<file path="src/logic/pbr_defines.svh">
// constants for the bus-reachable revision, discharge and address registers
`ifndef PBR_DEFINES_SVH
`define PBR_DEFINES_SVH

`define PBR_CMD_REVISION   8'h98
`define PBR_CMD_OUT_CTRL   8'hD1
`define PBR_CMD_ADDR_OVR   8'hD3
`define PBR_REV_PART1      4'h3
`define PBR_REV_PART2      4'h3
`define PBR_DIS_BIT        6
`define PBR_OVR_EN_BIT     7
`define PBR_OVR_RESET      8'h00
`define PBR_CTRL_RESET     8'h00
`define PBR_CTRL_MASK      8'h40
`define PBR_BITS_PER_BYTE  4'h8
`define PBR_BIT_ONE        4'h1
`define PBR_ZERO_BYTE      8'h00
`define PBR_STRAP_RESET    7'h00

`endif

</file>
<file path="src/logic/pbr_pkg.sv">
// types shared by the serial slave and the register bank
package pbr_pkg;
    typedef logic [7:0] pbr_byte_t;
    typedef logic [6:0] pbr_addr_t;
    typedef enum logic [2:0] {
        PBR_IDLE,
        PBR_ADDR,
        PBR_CMD,
        PBR_WDATA,
        PBR_ACK,
        PBR_READ,
        PBR_WAIT
    } pbr_state_t;
endpackage

</file>
<file path="src/logic/pbr_reg_if.sv">
// link between the serial slave and the register bank
`timescale 1ns/1ns
interface pbr_reg_if;
    import pbr_pkg::*;
    logic      wr;
    pbr_byte_t cmd;
    pbr_byte_t wdata;
    pbr_byte_t rdata;
    logic      cmd_ok;
    pbr_addr_t dev_addr;
    logic      bus_stop;
    modport bus  (output wr, output cmd, output wdata, output bus_stop,
                  input rdata, input cmd_ok, input dev_addr);
    modport bank (input wr, input cmd, input wdata, input bus_stop,
                  output rdata, output cmd_ok, output dev_addr);
endinterface

</file>
<file path="src/logic/pbr_pmbus_top.sv">
// management bus slave for revision, discharge control and address override
// How it works
// - the revision byte always shows 0011 in its upper nibble.
// - the revision byte always shows 0011 in its lower nibble.
// - with the discharge enable set, the output is discharged while turned off by pin or command.
// - with the override enable set, the device answers at the programmed seven-bit address.
// - with the override enable clear, the device answers at the strapped address.
// - the address override register is zero after reset, so the strap is used first.
`timescale 1ns/1ns
`include "pbr_defines.svh"
module pbr_pmbus_top
(
    input  wire logic               mclk,
    input  wire logic               resetn,
    input  wire logic               scl,
    input  wire logic               sda_in,
    output logic                    sda_out,
    output logic                    sda_oe,
    input  wire pbr_pkg::pbr_addr_t strap_addr,
    input  wire logic               ctrl_on,
    input  wire logic               op_on,
    output logic                    discharge
);
    import pbr_pkg::*;

    logic       rst_meta_r;
    logic       rst_n;
    logic       scl_q;
    logic       sda_q;
    logic       start;
    logic       stop;
    logic       scl_rise;
    logic       scl_fall;
    logic       byte_done;
    pbr_state_t state_r;
    pbr_state_t ret_r;
    pbr_byte_t  shift_r;
    pbr_byte_t  tx_r;
    pbr_byte_t  cmd_r;
    pbr_byte_t  wdata_r;
    logic [3:0] cnt_r;
    logic       oe_r;
    logic       wr_r;

    pbr_reg_if rif ();

    ////////////////////////////////////////////////////////////////////////
    // reset release through two flops
    always_ff @(posedge mclk or negedge resetn)
    begin
        if (!resetn)
        begin
            rst_meta_r <= 1'b0;
            rst_n      <= 1'b0;
        end
        else
        begin
            rst_meta_r <= 1'b1;
            rst_n      <= rst_meta_r;
        end
    end

    ////////////////////////////////////////////////////////////////////////
    always_ff @(posedge mclk or negedge rst_n)
    begin
        if (!rst_n)
        begin
            scl_q <= 1'b1;
            sda_q <= 1'b1;
        end
        else
        begin
            scl_q <= scl;
            sda_q <= sda_in;
        end
    end

    assign start     = scl && scl_q && sda_q && !sda_in;
    assign stop      = scl && scl_q && !sda_q && sda_in;
    assign scl_rise  = scl && !scl_q;
    assign scl_fall  = !scl && scl_q;
    assign byte_done = scl_fall && (cnt_r == `PBR_BITS_PER_BYTE);

    ////////////////////////////////////////////////////////////////////////
    // byte-level slave: address, command, one data byte in or out
    always_ff @(posedge mclk or negedge rst_n)
    begin
        if (!rst_n)
        begin
            state_r <= PBR_IDLE;
            ret_r   <= PBR_IDLE;
            shift_r <= `PBR_ZERO_BYTE;
            tx_r    <= `PBR_ZERO_BYTE;
            cmd_r   <= `PBR_ZERO_BYTE;
            cnt_r   <= 4'h0;
            oe_r    <= 1'b0;
        end
        else if (stop)
        begin
            state_r <= PBR_IDLE;
            oe_r    <= 1'b0;
        end
        else if (start)
        begin
            state_r <= PBR_ADDR;
            cnt_r   <= 4'h0;
            oe_r    <= 1'b0;
        end
        else
        begin
            case (state_r)
                PBR_ADDR, PBR_CMD, PBR_WDATA:
                begin
                    if (scl_rise)
                    begin
                        shift_r <= {shift_r[6:0], sda_in};
                        cnt_r   <= cnt_r + `PBR_BIT_ONE;
                    end
                    else if (byte_done)
                    begin
                        cnt_r <= 4'h0;
                        if (state_r == PBR_ADDR)
                        begin
                            if (shift_r[7:1] == rif.dev_addr)
                            begin
                                oe_r    <= 1'b1;
                                ret_r   <= shift_r[0] ? PBR_READ : PBR_CMD;
                                state_r <= PBR_ACK;
                            end
                            else
                                state_r <= PBR_WAIT;
                        end
                        else if (state_r == PBR_CMD)
                        begin
                            cmd_r <= shift_r;
                            // unsupported commands are not acknowledged
                            oe_r    <= (shift_r == `PBR_CMD_REVISION) || (shift_r == `PBR_CMD_OUT_CTRL)
                                       || (shift_r == `PBR_CMD_ADDR_OVR);
                            ret_r   <= PBR_WDATA;
                            state_r <= PBR_ACK;
                        end
                        else
                        begin
                            oe_r    <= 1'b1;
                            ret_r   <= PBR_WAIT;
                            state_r <= PBR_ACK;
                        end
                    end
                end
                PBR_ACK:
                begin
                    if (scl_fall)
                    begin
                        state_r <= ret_r;
                        if (ret_r == PBR_READ)
                        begin
                            oe_r  <= !rif.rdata[7];
                            tx_r  <= {rif.rdata[6:0], 1'b0};
                            cnt_r <= `PBR_BIT_ONE;
                        end
                        else
                            oe_r <= 1'b0;
                        if (ret_r == PBR_WDATA && !oe_r)
                            state_r <= PBR_WAIT;
                    end
                end
                PBR_READ:
                begin
                    if (byte_done)
                    begin
                        oe_r    <= 1'b0;
                        state_r <= PBR_WAIT;
                    end
                    else if (scl_fall)
                    begin
                        oe_r  <= !tx_r[7];
                        tx_r  <= {tx_r[6:0], 1'b0};
                        cnt_r <= cnt_r + `PBR_BIT_ONE;
                    end
                end
                PBR_IDLE, PBR_WAIT:
                    oe_r <= 1'b0;
                default:
                begin
                    state_r <= PBR_IDLE;
                    oe_r    <= 1'b0;
                end
            endcase
        end
    end

    ////////////////////////////////////////////////////////////////////////
    // one-cycle write strobe once the data byte is complete
    always_ff @(posedge mclk or negedge rst_n)
    begin
        if (!rst_n)
        begin
            wr_r    <= 1'b0;
            wdata_r <= `PBR_ZERO_BYTE;
        end
        else
        begin
            wr_r    <= (state_r == PBR_WDATA) && byte_done && !start && !stop;
            wdata_r <= shift_r;
        end
    end

    assign rif.wr       = wr_r;
    assign rif.cmd      = cmd_r;
    assign rif.wdata    = wdata_r;
    assign rif.bus_stop = stop;
    assign sda_out      = 1'b0;
    assign sda_oe       = oe_r;

    pbr_regbank u_bank
    (
        .mclk       (mclk),
        .rst_n      (rst_n),
        .strap_addr (strap_addr),
        .ctrl_on    (ctrl_on),
        .op_on      (op_on),
        .discharge  (discharge),
        .rif        (rif)
    );

    ////////////////////////////////////////////////////////////////////////
    chk_ack_match: assert property (@(posedge mclk) disable iff (!rst_n)
        state_r == PBR_ADDR && byte_done && !start && !stop && shift_r[7:1] == rif.dev_addr
        |=> state_r == PBR_ACK && sda_oe)
        else $error("own address not acknowledged");
    chk_no_foreign: assert property (@(posedge mclk) disable iff (!rst_n)
        state_r == PBR_ADDR && byte_done && !start && !stop && shift_r[7:1] != rif.dev_addr
        |=> state_r == PBR_WAIT && !sda_oe)
        else $error("foreign address acknowledged");
    chk_write_strobe: assert property (@(posedge mclk) disable iff (!rst_n)
        wr_r |-> ##[1:1000] stop)
        else $error("write not followed by a stop");

    cov_write_ovr: cover property (@(posedge mclk) disable iff (!rst_n)
        wr_r && cmd_r == `PBR_CMD_ADDR_OVR);
    cov_read_rev: cover property (@(posedge mclk) disable iff (!rst_n)
        state_r == PBR_READ && cmd_r == `PBR_CMD_REVISION && byte_done);
    cov_discharge: cover property (@(posedge mclk) disable iff (!rst_n) $rose(discharge));
endmodule

</file>
<file path="src/logic/pbr_regbank.sv">
// revision, discharge control and address override registers
`timescale 1ns/1ns
`include "pbr_defines.svh"
module pbr_regbank
(
    input  wire logic             mclk,
    input  wire logic             rst_n,
    input  wire pbr_pkg::pbr_addr_t strap_addr,
    input  wire logic             ctrl_on,
    input  wire logic             op_on,
    output logic                  discharge,
    pbr_reg_if.bank               rif
);
    import pbr_pkg::*;

    pbr_byte_t ctrl_r;
    pbr_byte_t ovr_r;
    pbr_byte_t ovr_act_r;
    pbr_addr_t strap_r;
    logic      strap_done_r;
    logic      discharge_r;

    ////////////////////////////////////////////////////////////////////////
    always_ff @(posedge mclk or negedge rst_n)
    begin
        if (!rst_n)
        begin
            ctrl_r <= `PBR_CTRL_RESET;
            ovr_r  <= `PBR_OVR_RESET;
        end
        else if (rif.wr)
        begin
            if (rif.cmd == `PBR_CMD_OUT_CTRL)
                ctrl_r <= rif.wdata & `PBR_CTRL_MASK;
            if (rif.cmd == `PBR_CMD_ADDR_OVR)
                ovr_r <= rif.wdata;
        end
    end

    // the address in use changes only at a stop, after the write was acked
    always_ff @(posedge mclk or negedge rst_n)
    begin
        if (!rst_n)
            ovr_act_r <= `PBR_OVR_RESET;
        else if (rif.bus_stop)
            ovr_act_r <= ovr_r;
    end

    // strap caught once after reset release
    always_ff @(posedge mclk or negedge rst_n)
    begin
        if (!rst_n)
        begin
            strap_r      <= `PBR_STRAP_RESET;
            strap_done_r <= 1'b0;
        end
        else if (!strap_done_r)
        begin
            strap_r      <= strap_addr;
            strap_done_r <= 1'b1;
        end
    end

    always_ff @(posedge mclk or negedge rst_n)
    begin
        if (!rst_n)
            discharge_r <= 1'b0;
        else
            discharge_r <= ctrl_r[`PBR_DIS_BIT] && !(ctrl_on && op_on);
    end

    assign discharge    = discharge_r;
    assign rif.dev_addr = ovr_act_r[`PBR_OVR_EN_BIT] ? ovr_act_r[6:0] : strap_r;

    always_comb
    begin
        rif.cmd_ok = 1'b1;
        case (rif.cmd)
            `PBR_CMD_REVISION: rif.rdata = {`PBR_REV_PART1, `PBR_REV_PART2};
            `PBR_CMD_OUT_CTRL: rif.rdata = ctrl_r;
            `PBR_CMD_ADDR_OVR: rif.rdata = ovr_r;
            default:
            begin
                rif.rdata  = `PBR_ZERO_BYTE;
                rif.cmd_ok = 1'b0;
            end
        endcase
    end

    ////////////////////////////////////////////////////////////////////////
    chk_rev_upper: assert property (@(posedge mclk) disable iff (!rst_n)
        rif.cmd == `PBR_CMD_REVISION |-> rif.rdata[7:4] == 4'h3)
        else $error("revision upper nibble wrong");
    chk_rev_lower: assert property (@(posedge mclk) disable iff (!rst_n)
        rif.cmd == `PBR_CMD_REVISION |-> rif.rdata[3:0] == 4'h3)
        else $error("revision lower nibble wrong");
    chk_discharge_follows: assert property (@(posedge mclk) disable iff (!rst_n)
        ##1 discharge == $past(ctrl_r[`PBR_DIS_BIT] && !(ctrl_on && op_on)))
        else $error("discharge does not follow enable and on state");
    chk_ovr_address: assert property (@(posedge mclk) disable iff (!rst_n)
        $past(rif.bus_stop) && ovr_r[`PBR_OVR_EN_BIT] |-> rif.dev_addr == ovr_r[6:0])
        else $error("programmed address not used");
    chk_strap_address: assert property (@(posedge mclk) disable iff (!rst_n)
        $past(rif.bus_stop) && !ovr_r[`PBR_OVR_EN_BIT] |-> rif.dev_addr == strap_r)
        else $error("strap address not used");
    chk_reset_value: assert property (@(posedge mclk) disable iff (!rst_n)
        $rose(strap_done_r) |-> ovr_r == 8'h00 && ovr_act_r == 8'h00)
        else $error("override not zero after reset");
    chk_addr_commit: assert property (@(posedge mclk) disable iff (!rst_n)
        !rif.bus_stop |=> $stable(ovr_act_r))
        else $error("address changed outside a stop");
endmodule

</file>
<file path="config.mk">
export PLATFORM = sky130hd
export DESIGN_NAME = pbr_pmbus_top
export DESIGN_NICKNAME = d
export VERILOG_FILES = /design/src/logic/pbr_pkg.sv /design/src/logic/pbr_reg_if.sv /design/src/logic/pbr_pmbus_top.sv /design/src/logic/pbr_regbank.sv
export VERILOG_INCLUDE_DIRS = /design/src /design/src/logic
export SDC_FILE = /design/constraint.sdc
export NUM_CORES = 1
export LEC_CHECK = 0
export ABC_AREA = 1
export BUFFER_PORTS_ARGS = -buffer_cell sky130_fd_sc_hd__buf_2
export CORE_MARGIN = 3
export CORE_UTILIZATION = 45
export DETAILED_ROUTE_END_ITERATION = 8
export PLACE_DENSITY = 0.72
export SYNTH_ARGS = -nofsm -noshare
export SYNTH_HDL_FRONTEND = slang
export SYNTH_SLANG_ARGS = --single-unit
</file>
<file path="constraint.sdc">
create_clock -name mclk -period 2.8 [get_ports mclk]
set_clock_uncertainty 0.15 [all_clocks]
set_input_delay 0.28 -clock mclk [delete_from_list [all_inputs] [get_ports mclk]]
set_output_delay 0.28 -clock mclk [all_outputs]
set_load 0.1 [all_outputs]
</file>
# ---- Word level (Yosys, flattened, before mapping)
# Cells that the tools add are included.
dict set report totals {
  inputBits 13
  output_inout_bits 3
  wordCells 138
  register_bits 74
}
dict set report op_classes {
  addsub 1
  n_mux 41
  eq_ne 33
  bitwise_logic 4
  reduce_logical 40
}
# op count
set op_table {}
lappend op_table {{$eq A8 B8 Y1 const B} 6}
lappend op_table {{$mux W3} 12}
lappend op_table {{$mux W8} 4}
lappend op_table {{$mux W4} 7}
lappend op_table {{$pmux W8 S3} 1}
lappend op_table {{$reduce_and A7 Y1} 3}
lappend op_table {{$ne A4 B4 Y1 const B} 5}
lappend op_table {{$pmux W8 S2} 1}
lappend op_table {{$ne A3 B3 Y1 const B} 5}
lappend op_table {{$logic_and A1 B1 Y1} 14}
lappend op_table {{$eq A3 B3 Y1 const B} 4}
lappend op_table {{$pmux W3 S4} 1}
lappend op_table {{$pmux W4 S3} 1}
lappend op_table {{$mux W1} 11}
lappend op_table {{$logic_not A1 Y1} 10}
lappend op_table {{$ne A5 B5 Y1 const B} 2}
lappend op_table {{$reduce_and A5 Y1} 2}
lappend op_table {{$eq A3 B2 Y1 const B} 3}
lappend op_table {{$ne A2 B2 Y1 const B} 4}
lappend op_table {{$eq A7 B7 Y1} 1}
lappend op_table {{$mux W7} 1}
lappend op_table {{$reduce_and A6 Y1} 1}
lappend op_table {{$add A4 B1 Y4 const B} 1}
lappend op_table {{$eq A4 B4 Y1 const B} 1}
lappend op_table {{13 further kinds} 18}

# ---- Longest topological paths before layout
dict set report logic_depth {
  depth_word 10
  ltp_mapped 13
  ltp_nobuf 13
}

# ---- Modules after synthesis
# Synthesis repeated with hierarchy kept, for this count alone.
dict set report hier_totals {
  cells_unflattened 448
  hier_area_um2 3653.5
}
# module cells_each area_each_um2 seq_area_each_um2 instances
set modules_own_cells {}
lappend modules_own_cells {pbr_pmbus_top 303 2396.0 1178.6 1}
lappend modules_own_cells {pbr_regbank 145 1257.5 650.6 1}

# ---- Least setup slack after synthesis
# OpenSTA, ideal clock, no wires.
dict set report synth_timing {
  path_kind {reg-to-reg}
  from {reg oe_r, in the netlist sda_oe}
  to {reg state_r[0]}
  synth_period_minus_slack_ns 1.699
  slack_ns 1.101
  setup_ns 0.126
  arrival_time_ns 1.423
  path_stages_with_launch 5
  n_path_buf 0
  required_time_ns 2.524
  path_cell_list {dfrtp_1 -> nor4_1 -> nor3_1 -> o21ai_0 -> o21ai_1}
}
dict set report synth_via {
  elab_chain_cells 7
}
# element line_no
set synth_rtl {}
lappend synth_rtl {{start: declaration} pbr_pmbus_top.sv:42} ;# logic oe_r;
lappend synth_rtl {{start signal: assignment} pbr_pmbus_top.sv:137} ;# oe_r <= (shift_r == `PBR_CMD_REVISION) || (shift_r == `PBR_CMD_OUT_CTRL)
lappend synth_rtl {{start signal: assignment} pbr_pmbus_top.sv:157} ;# oe_r <= !rif.rdata[7];
lappend synth_rtl {{start signal: assignment} pbr_pmbus_top.sv:176} ;# oe_r <= !tx_r[7];
lappend synth_rtl {{$logic_not A1 Y1} pbr_pmbus_top.sv:163} ;# if (ret_r == PBR_WDATA && !oe_r)
lappend synth_rtl {{$logic_and A1 B1 Y1} pbr_pmbus_top.sv:163}
lappend synth_rtl {{$mux W3} pbr_pmbus_top.sv:163}
lappend synth_rtl {{$mux W3} pbr_pmbus_top.sv:152} ;# if (scl_fall)
lappend synth_rtl {{$pmux W3 S4} pbr_pmbus_top.sv:111} ;# case (state_r)
lappend synth_rtl {{$mux W3} pbr_pmbus_top.sv:103} ;# else if (start)
lappend synth_rtl {{$mux W3} pbr_pmbus_top.sv:98} ;# else if (stop)
lappend synth_rtl {{end signal: assignment} pbr_pmbus_top.sv:154} ;# state_r <= ret_r;
lappend synth_rtl {{end: declaration} pbr_pmbus_top.sv:35} ;# pbr_state_t state_r;
# Every way passes these cells. The select of a mux whose other input is x is not followed.
# A chain may end at the register's enable or synchronous reset.

# ---- Final worst setup path
dict set report layout_timing {
  from {in scl}
  to {reg tx_r[7]}
}
dict set report layout_via {
  elab_chain_cells 5
  elab_cells_between_ends 14
  cone_classes {3 x eq/ne; 2 x bitwise; 9 x reduce/logical}
}
# element line_no
set layout_rtl {}
lappend layout_rtl {{start: declaration} pbr_pmbus_top.sv:15} ;# input wire logic scl,
lappend layout_rtl {{$logic_not A1 Y1 / $logic_and A1 B1 Y1 (equally long branches)} {pbr_pmbus_top.sv:81, pbr_pmbus_top.sv:78, pbr_pmbus_top.sv:79}}
lappend layout_rtl {{$logic_and A1 B1 Y1, on equally long branches} {pbr_pmbus_top.sv:81, pbr_pmbus_top.sv:78, pbr_pmbus_top.sv:79}}
lappend layout_rtl {{$logic_and A1 B1 Y1, on equally long branches} {pbr_pmbus_top.sv:82, pbr_pmbus_top.sv:78, pbr_pmbus_top.sv:79}}
lappend layout_rtl {{$ne A2 B2 Y1 (no source line) / $not A1 Y1 (equally long branches)} --}
lappend layout_rtl {{$reduce_and A7 Y1 (no source line) (*)} --}
lappend layout_rtl {{end signal: assignment} pbr_pmbus_top.sv:93} ;# tx_r <= `PBR_ZERO_BYTE;
lappend layout_rtl {{end signal: assignment} pbr_pmbus_top.sv:158} ;# tx_r <= {rif.rdata[6:0], 1'b0};
lappend layout_rtl {{end signal: assignment} pbr_pmbus_top.sv:177} ;# tx_r <= {tx_r[6:0], 1'b0};
lappend layout_rtl {{end: declaration} pbr_pmbus_top.sv:38} ;# pbr_byte_t tx_r;
# Every way passes the cells marked *; elsewhere a longest branch is shown, timed or not.

==> results.md <==
- The flow ran to the end, and the final reports show no timing, DRC or antenna violations.
- Data arrives at the worst endpoint at approximately 2.1 ns.
- The startpoint class of the critical path is an input pin.
- The maximum ir drop on the vdd rail is roughly 0.37 mV.
- The worst path required time is ~2.9 ns.
- The fmax is about 500 MHz.
- The number of nets in the layout is approximately 450.
- Clock-pin slew was measured on the worst setup and hold paths at 0.07 ns.
- The clock latency at the later pin of the worst-skew pair is around 0.35 ns.
- The number of hold-slack violations in the final timing report is 0.
- The residual antenna-violating net count after detailed routing is 0.
- In this run, synthesis produced a sequential element count of 73.
- The global placer's final weighted congestion is between 0.9 and 1.
- The initial core utilization is roughly 47%.
- The final critical path takes up a little over 70% of the cycle.
- The wire length of the first global-routing pass is between 10000 and 15000 µm.
- TritonCTS built the clock tree.
- The CTS root buffer is sky130_fd_sc_hd__clkbuf_8.
- Counting distinct cell types in the post-synthesis netlist gives 33.
- The classification of the worst-slack hold path is in -> reg.
- The total length of routed wires is a little over 7000 µm.
- The die covers ~0.0087 mm².
- The number of enable flip-flop cells after synthesis is 0.
- After layout, the minimum clock period comes to between 1.5 and 2 ns.
- The overall fraction of global-route tracks in use is 18.1%.
- The post-DP HPWL is roughly 5300 µm.
- The via count of the first global-routing pass is 2607.
- The final setup TNS is 0 ns.
- The number of diodes added for antenna fixing is 0.
- After detailed routing, the number of remaining DRC violations is 0.
- The share of flip-flops with an asynchronous set or reset is 100%.
- The fraction of layout instances using a drive strength above 1 is 13.0%.
- Setup repair after global routing left no endpoint under its margin.
- For this run the aggregate overflow at the end of global routing stands at 0.
- At the pin with the least slew margin, the transition time is roughly 0.65 ns.
- The mapped netlist covers 0.00343 mm².
- After filler insertion, the fill cell instance count of the layout stands at approximately 670.
- The number of standard-cell rows in the floorplan is 31.
- 16 I/O pins were placed.
- The largest net degree at the start of global routing is 44.
- Leaving out fill and tap cells, the most frequent cell in the layout is sky130_fd_sc_hd__nand2_1.
- The number of DRC markers after the initial detailed-route iteration is between 150 and 200.
- The mean routed wirelength per cell is approximately 13 µm.
- The part of the Yosys area used for sequential elements is 53.4%.
- The mean instance size in the synthesized netlist is about 8.3 µm².
- The region available for standard cell placement spans 0.00733 mm².
- The worst setup path is of the in -> reg kind.
- The worst pin sits at a relative slew slack of 56.5%.
- In this run the number of H-tree levels came out at 3.
- The vertical extent of the die is roughly 93 µm.
- Setup violations remaining at the end of the flow were counted as 0.
- The leakage dissipation is between 1.5 and 2 nW.
- The multi-input logic area is 0.00135 mm².
- In this run the horizontal extent of the chip is around 93 µm.
- The total of buffers placed on input and output ports is 14.
- The number of buffers on the longest clock path is 2.
- The routed layout has about 2700 vias.
- The power density normalized to cell area is 684 mW/mm².
- After detailed routing, the number of vias per cell comes to 5.05.
- The worst hold slack is around 0.016 ns.
- The Yosys step of the flow raised 0 warnings.
- The setup fix buffers added after clock tree synthesis is 0.
- The leading register cell type out of synthesis is sky130_fd_sc_hd__dfrtp_1.
- The sink count of the clock tree is 73.
- The critical path capture point type is a flip-flop.
- Along the worst path, the maximum fanout reaches 19.
- The sequential cells in the finished layout cover a total of approximately 0.0018 mm².
- The growth of design area from synthesis to finish is 10.8%.
- TritonCTS created 9 clock buffers.
- The first TritonRoute pass finished after 5 iterations.
- The synthesized instance count is 412.
- The number of max-slew violations in the final report was 0.
- The max-capacitance violation count is 0.
- In the layout the commonest cells are sky130_fd_sc_hd__nand2_1, sky130_fd_sc_hd__dfrtp_1, sky130_fd_sc_hd__inv_1.
- The initial antenna violation count was 0.
## layout make-up
class	count	share of cell area, %
Sequential cell	73	48.2
Timing Repair Buffer	20	3.69
Clock buffer	13	4.18
Inverter	49	4.84
Tap cell	99	3.26
Clock inverter	3	0.395
Multi-Input combinational cell	281	35.5
## cell usage after synthesis, types with 2 or more instances
cell | n | share of area (%)
sky130_fd_sc_hd__buf_4 | 2 | 0.44
sky130_fd_sc_hd__dfstp_2 | 2 | 1.5
sky130_fd_sc_hd__nand2_1 | 116 | 13
sky130_fd_sc_hd__nor2_1 | 30 | 3.3
sky130_fd_sc_hd__inv_2 | 5 | 0.55
sky130_fd_sc_hd__mux2_2 | 5 | 1.6
sky130_fd_sc_hd__nand2_2 | 4 | 0.73
sky130_fd_sc_hd__buf_6 | 3 | 0.99
sky130_fd_sc_hd__inv_1 | 44 | 4.8
sky130_fd_sc_hd__o21ai_1 | 26 | 3.8
sky130_fd_sc_hd__buf_2 | 3 | 0.44
sky130_fd_sc_hd__o21ai_2 | 3 | 0.77
sky130_fd_sc_hd__nand4_1 | 5 | 0.91
sky130_fd_sc_hd__nor3_1 | 5 | 0.73
sky130_fd_sc_hd__dfrtp_1 | 71 | 52
sky130_fd_sc_hd__o21ai_0 | 28 | 4.1
sky130_fd_sc_hd__ha_1 | 2 | 0.73
sky130_fd_sc_hd__nand3_2 | 2 | 0.58
sky130_fd_sc_hd__a21oi_1 | 17 | 2.5
sky130_fd_sc_hd__conb_1 | 2 | 0.22
sky130_fd_sc_hd__nor2_2 | 3 | 0.55
sky130_fd_sc_hd__clkbuf_1 | 2 | 0.22
sky130_fd_sc_hd__xnor2_1 | 2 | 0.51
sky130_fd_sc_hd__nand3_1 | 21 | 3.1
## state kept, by name (all words and copies together), names as in the netlist
signal / count
state_r: 3
scl_q: 1
cnt_r: 4
sda_oe: 1
u_bank.discharge: 1
sda_q: 1
rif.wr: 1
rif.wdata: 8
ret_r: 3
tx_r: 7
cmd_r: 8
u_bank.ovr_act_r: 8
rst_n: 1
u_bank.strap_r: 7
u_bank.ctrl_r: 1
u_bank.ovr_r: 8
u_bank.strap_done_r: 1
shift_r: 8
rst_meta_r: 1
## metrics by stage
step	total power, mW	area (µm²)	setup WS (ns)	std cells	util [%]
after floorplan	1.72	3430	0.470	413	-
after global placement	1.85	3580	0.949	517	48.8
after detailed placement	1.88	3580	0.899	517	48.8
after CTS	2.62	3800	0.810	538	51.8
after global routing	2.77	3800	0.656	538	51.8
final	2.60	3800	0.809	538	51.8
## power breakdown
group	total [mW]	leakage, nW	internal (mW)	switching (mW)
combinational	0.484	0.895	0.170	0.314
clock	0.733	0.0932	0.366	0.367
sequential	1.38	0.900	1.22	0.161
## cell families after synthesis
group	Yosys count	share of synthesized area (%)
compound gates	77	11.8
xor+xnor	2	0.511
fa+ha+maj	2	0.730
buf+inv	59	7.45
flops	73	53.4
mux	5	1.64
other cells	2	0.219
simple gates	192	24.3
## per-layer routing
layer / global-route usage, % / part of all wire (%) / vias up / wire [µm]
met5: 0 / 0 / - / 0
met4: 7.69 / 2.0 / 0 / 138
met3: 4.51 / 5.4 / 12 / 379
met2: 27.1 / 46 / 71 / 3270
met1: 24.9 / 46 / 1273 / 3280
li1: - / - / 1362 / -
## critical path, cell delays in order
cell and delay, ns:
sky130_fd_sc_hd__dlygate4sd3_1 0.53, sky130_fd_sc_hd__buf_2 0.14, sky130_fd_sc_hd__nand2_1 0.09, sky130_fd_sc_hd__inv_1 0.06, sky130_fd_sc_hd__nand3_2 0.25, sky130_fd_sc_hd__nand2_2 0.14
sky130_fd_sc_hd__nor2_2 0.17, sky130_fd_sc_hd__nand3b_4 0.17, sky130_fd_sc_hd__inv_2 0.10, sky130_fd_sc_hd__o21ai_1 0.07, sky130_fd_sc_hd__o21ai_1 0.12
## path summary, 6_finish.rpt
path                                                  from                              end  slack, ns  cells past startpoint
max                                                    scl              tx_r[7]$_DFFE_PN0P_       0.81                     11
min                                          strap_addr[2]    u_bank.strap_r[2]$_DFFE_PN0N_       0.02                      2
max reg2reg                u_bank.ovr_act_r[7]$_DFFE_PN0P_             ret_r[0]$_DFFE_PN0P_       0.88                     13
min reg2reg                                rst_n$_DFF_PN0_           state_r[1]$_DFFE_PN0P_       0.15                      0
max in group asynchronous                  rst_n$_DFF_PN0_  u_bank.ovr_act_r[7]$_DFFE_PN0P_       1.69                      1
min in group asynchronous                           resetn                  rst_n$_DFF_PN0_       0.08                      2
## repair_timing
action | CTS | global route
resized for setup | 0 | 0
hold buffers | 5 | 0
hold endpoints to repair | 5 | 0
Power figures use the tool's default switching activity.
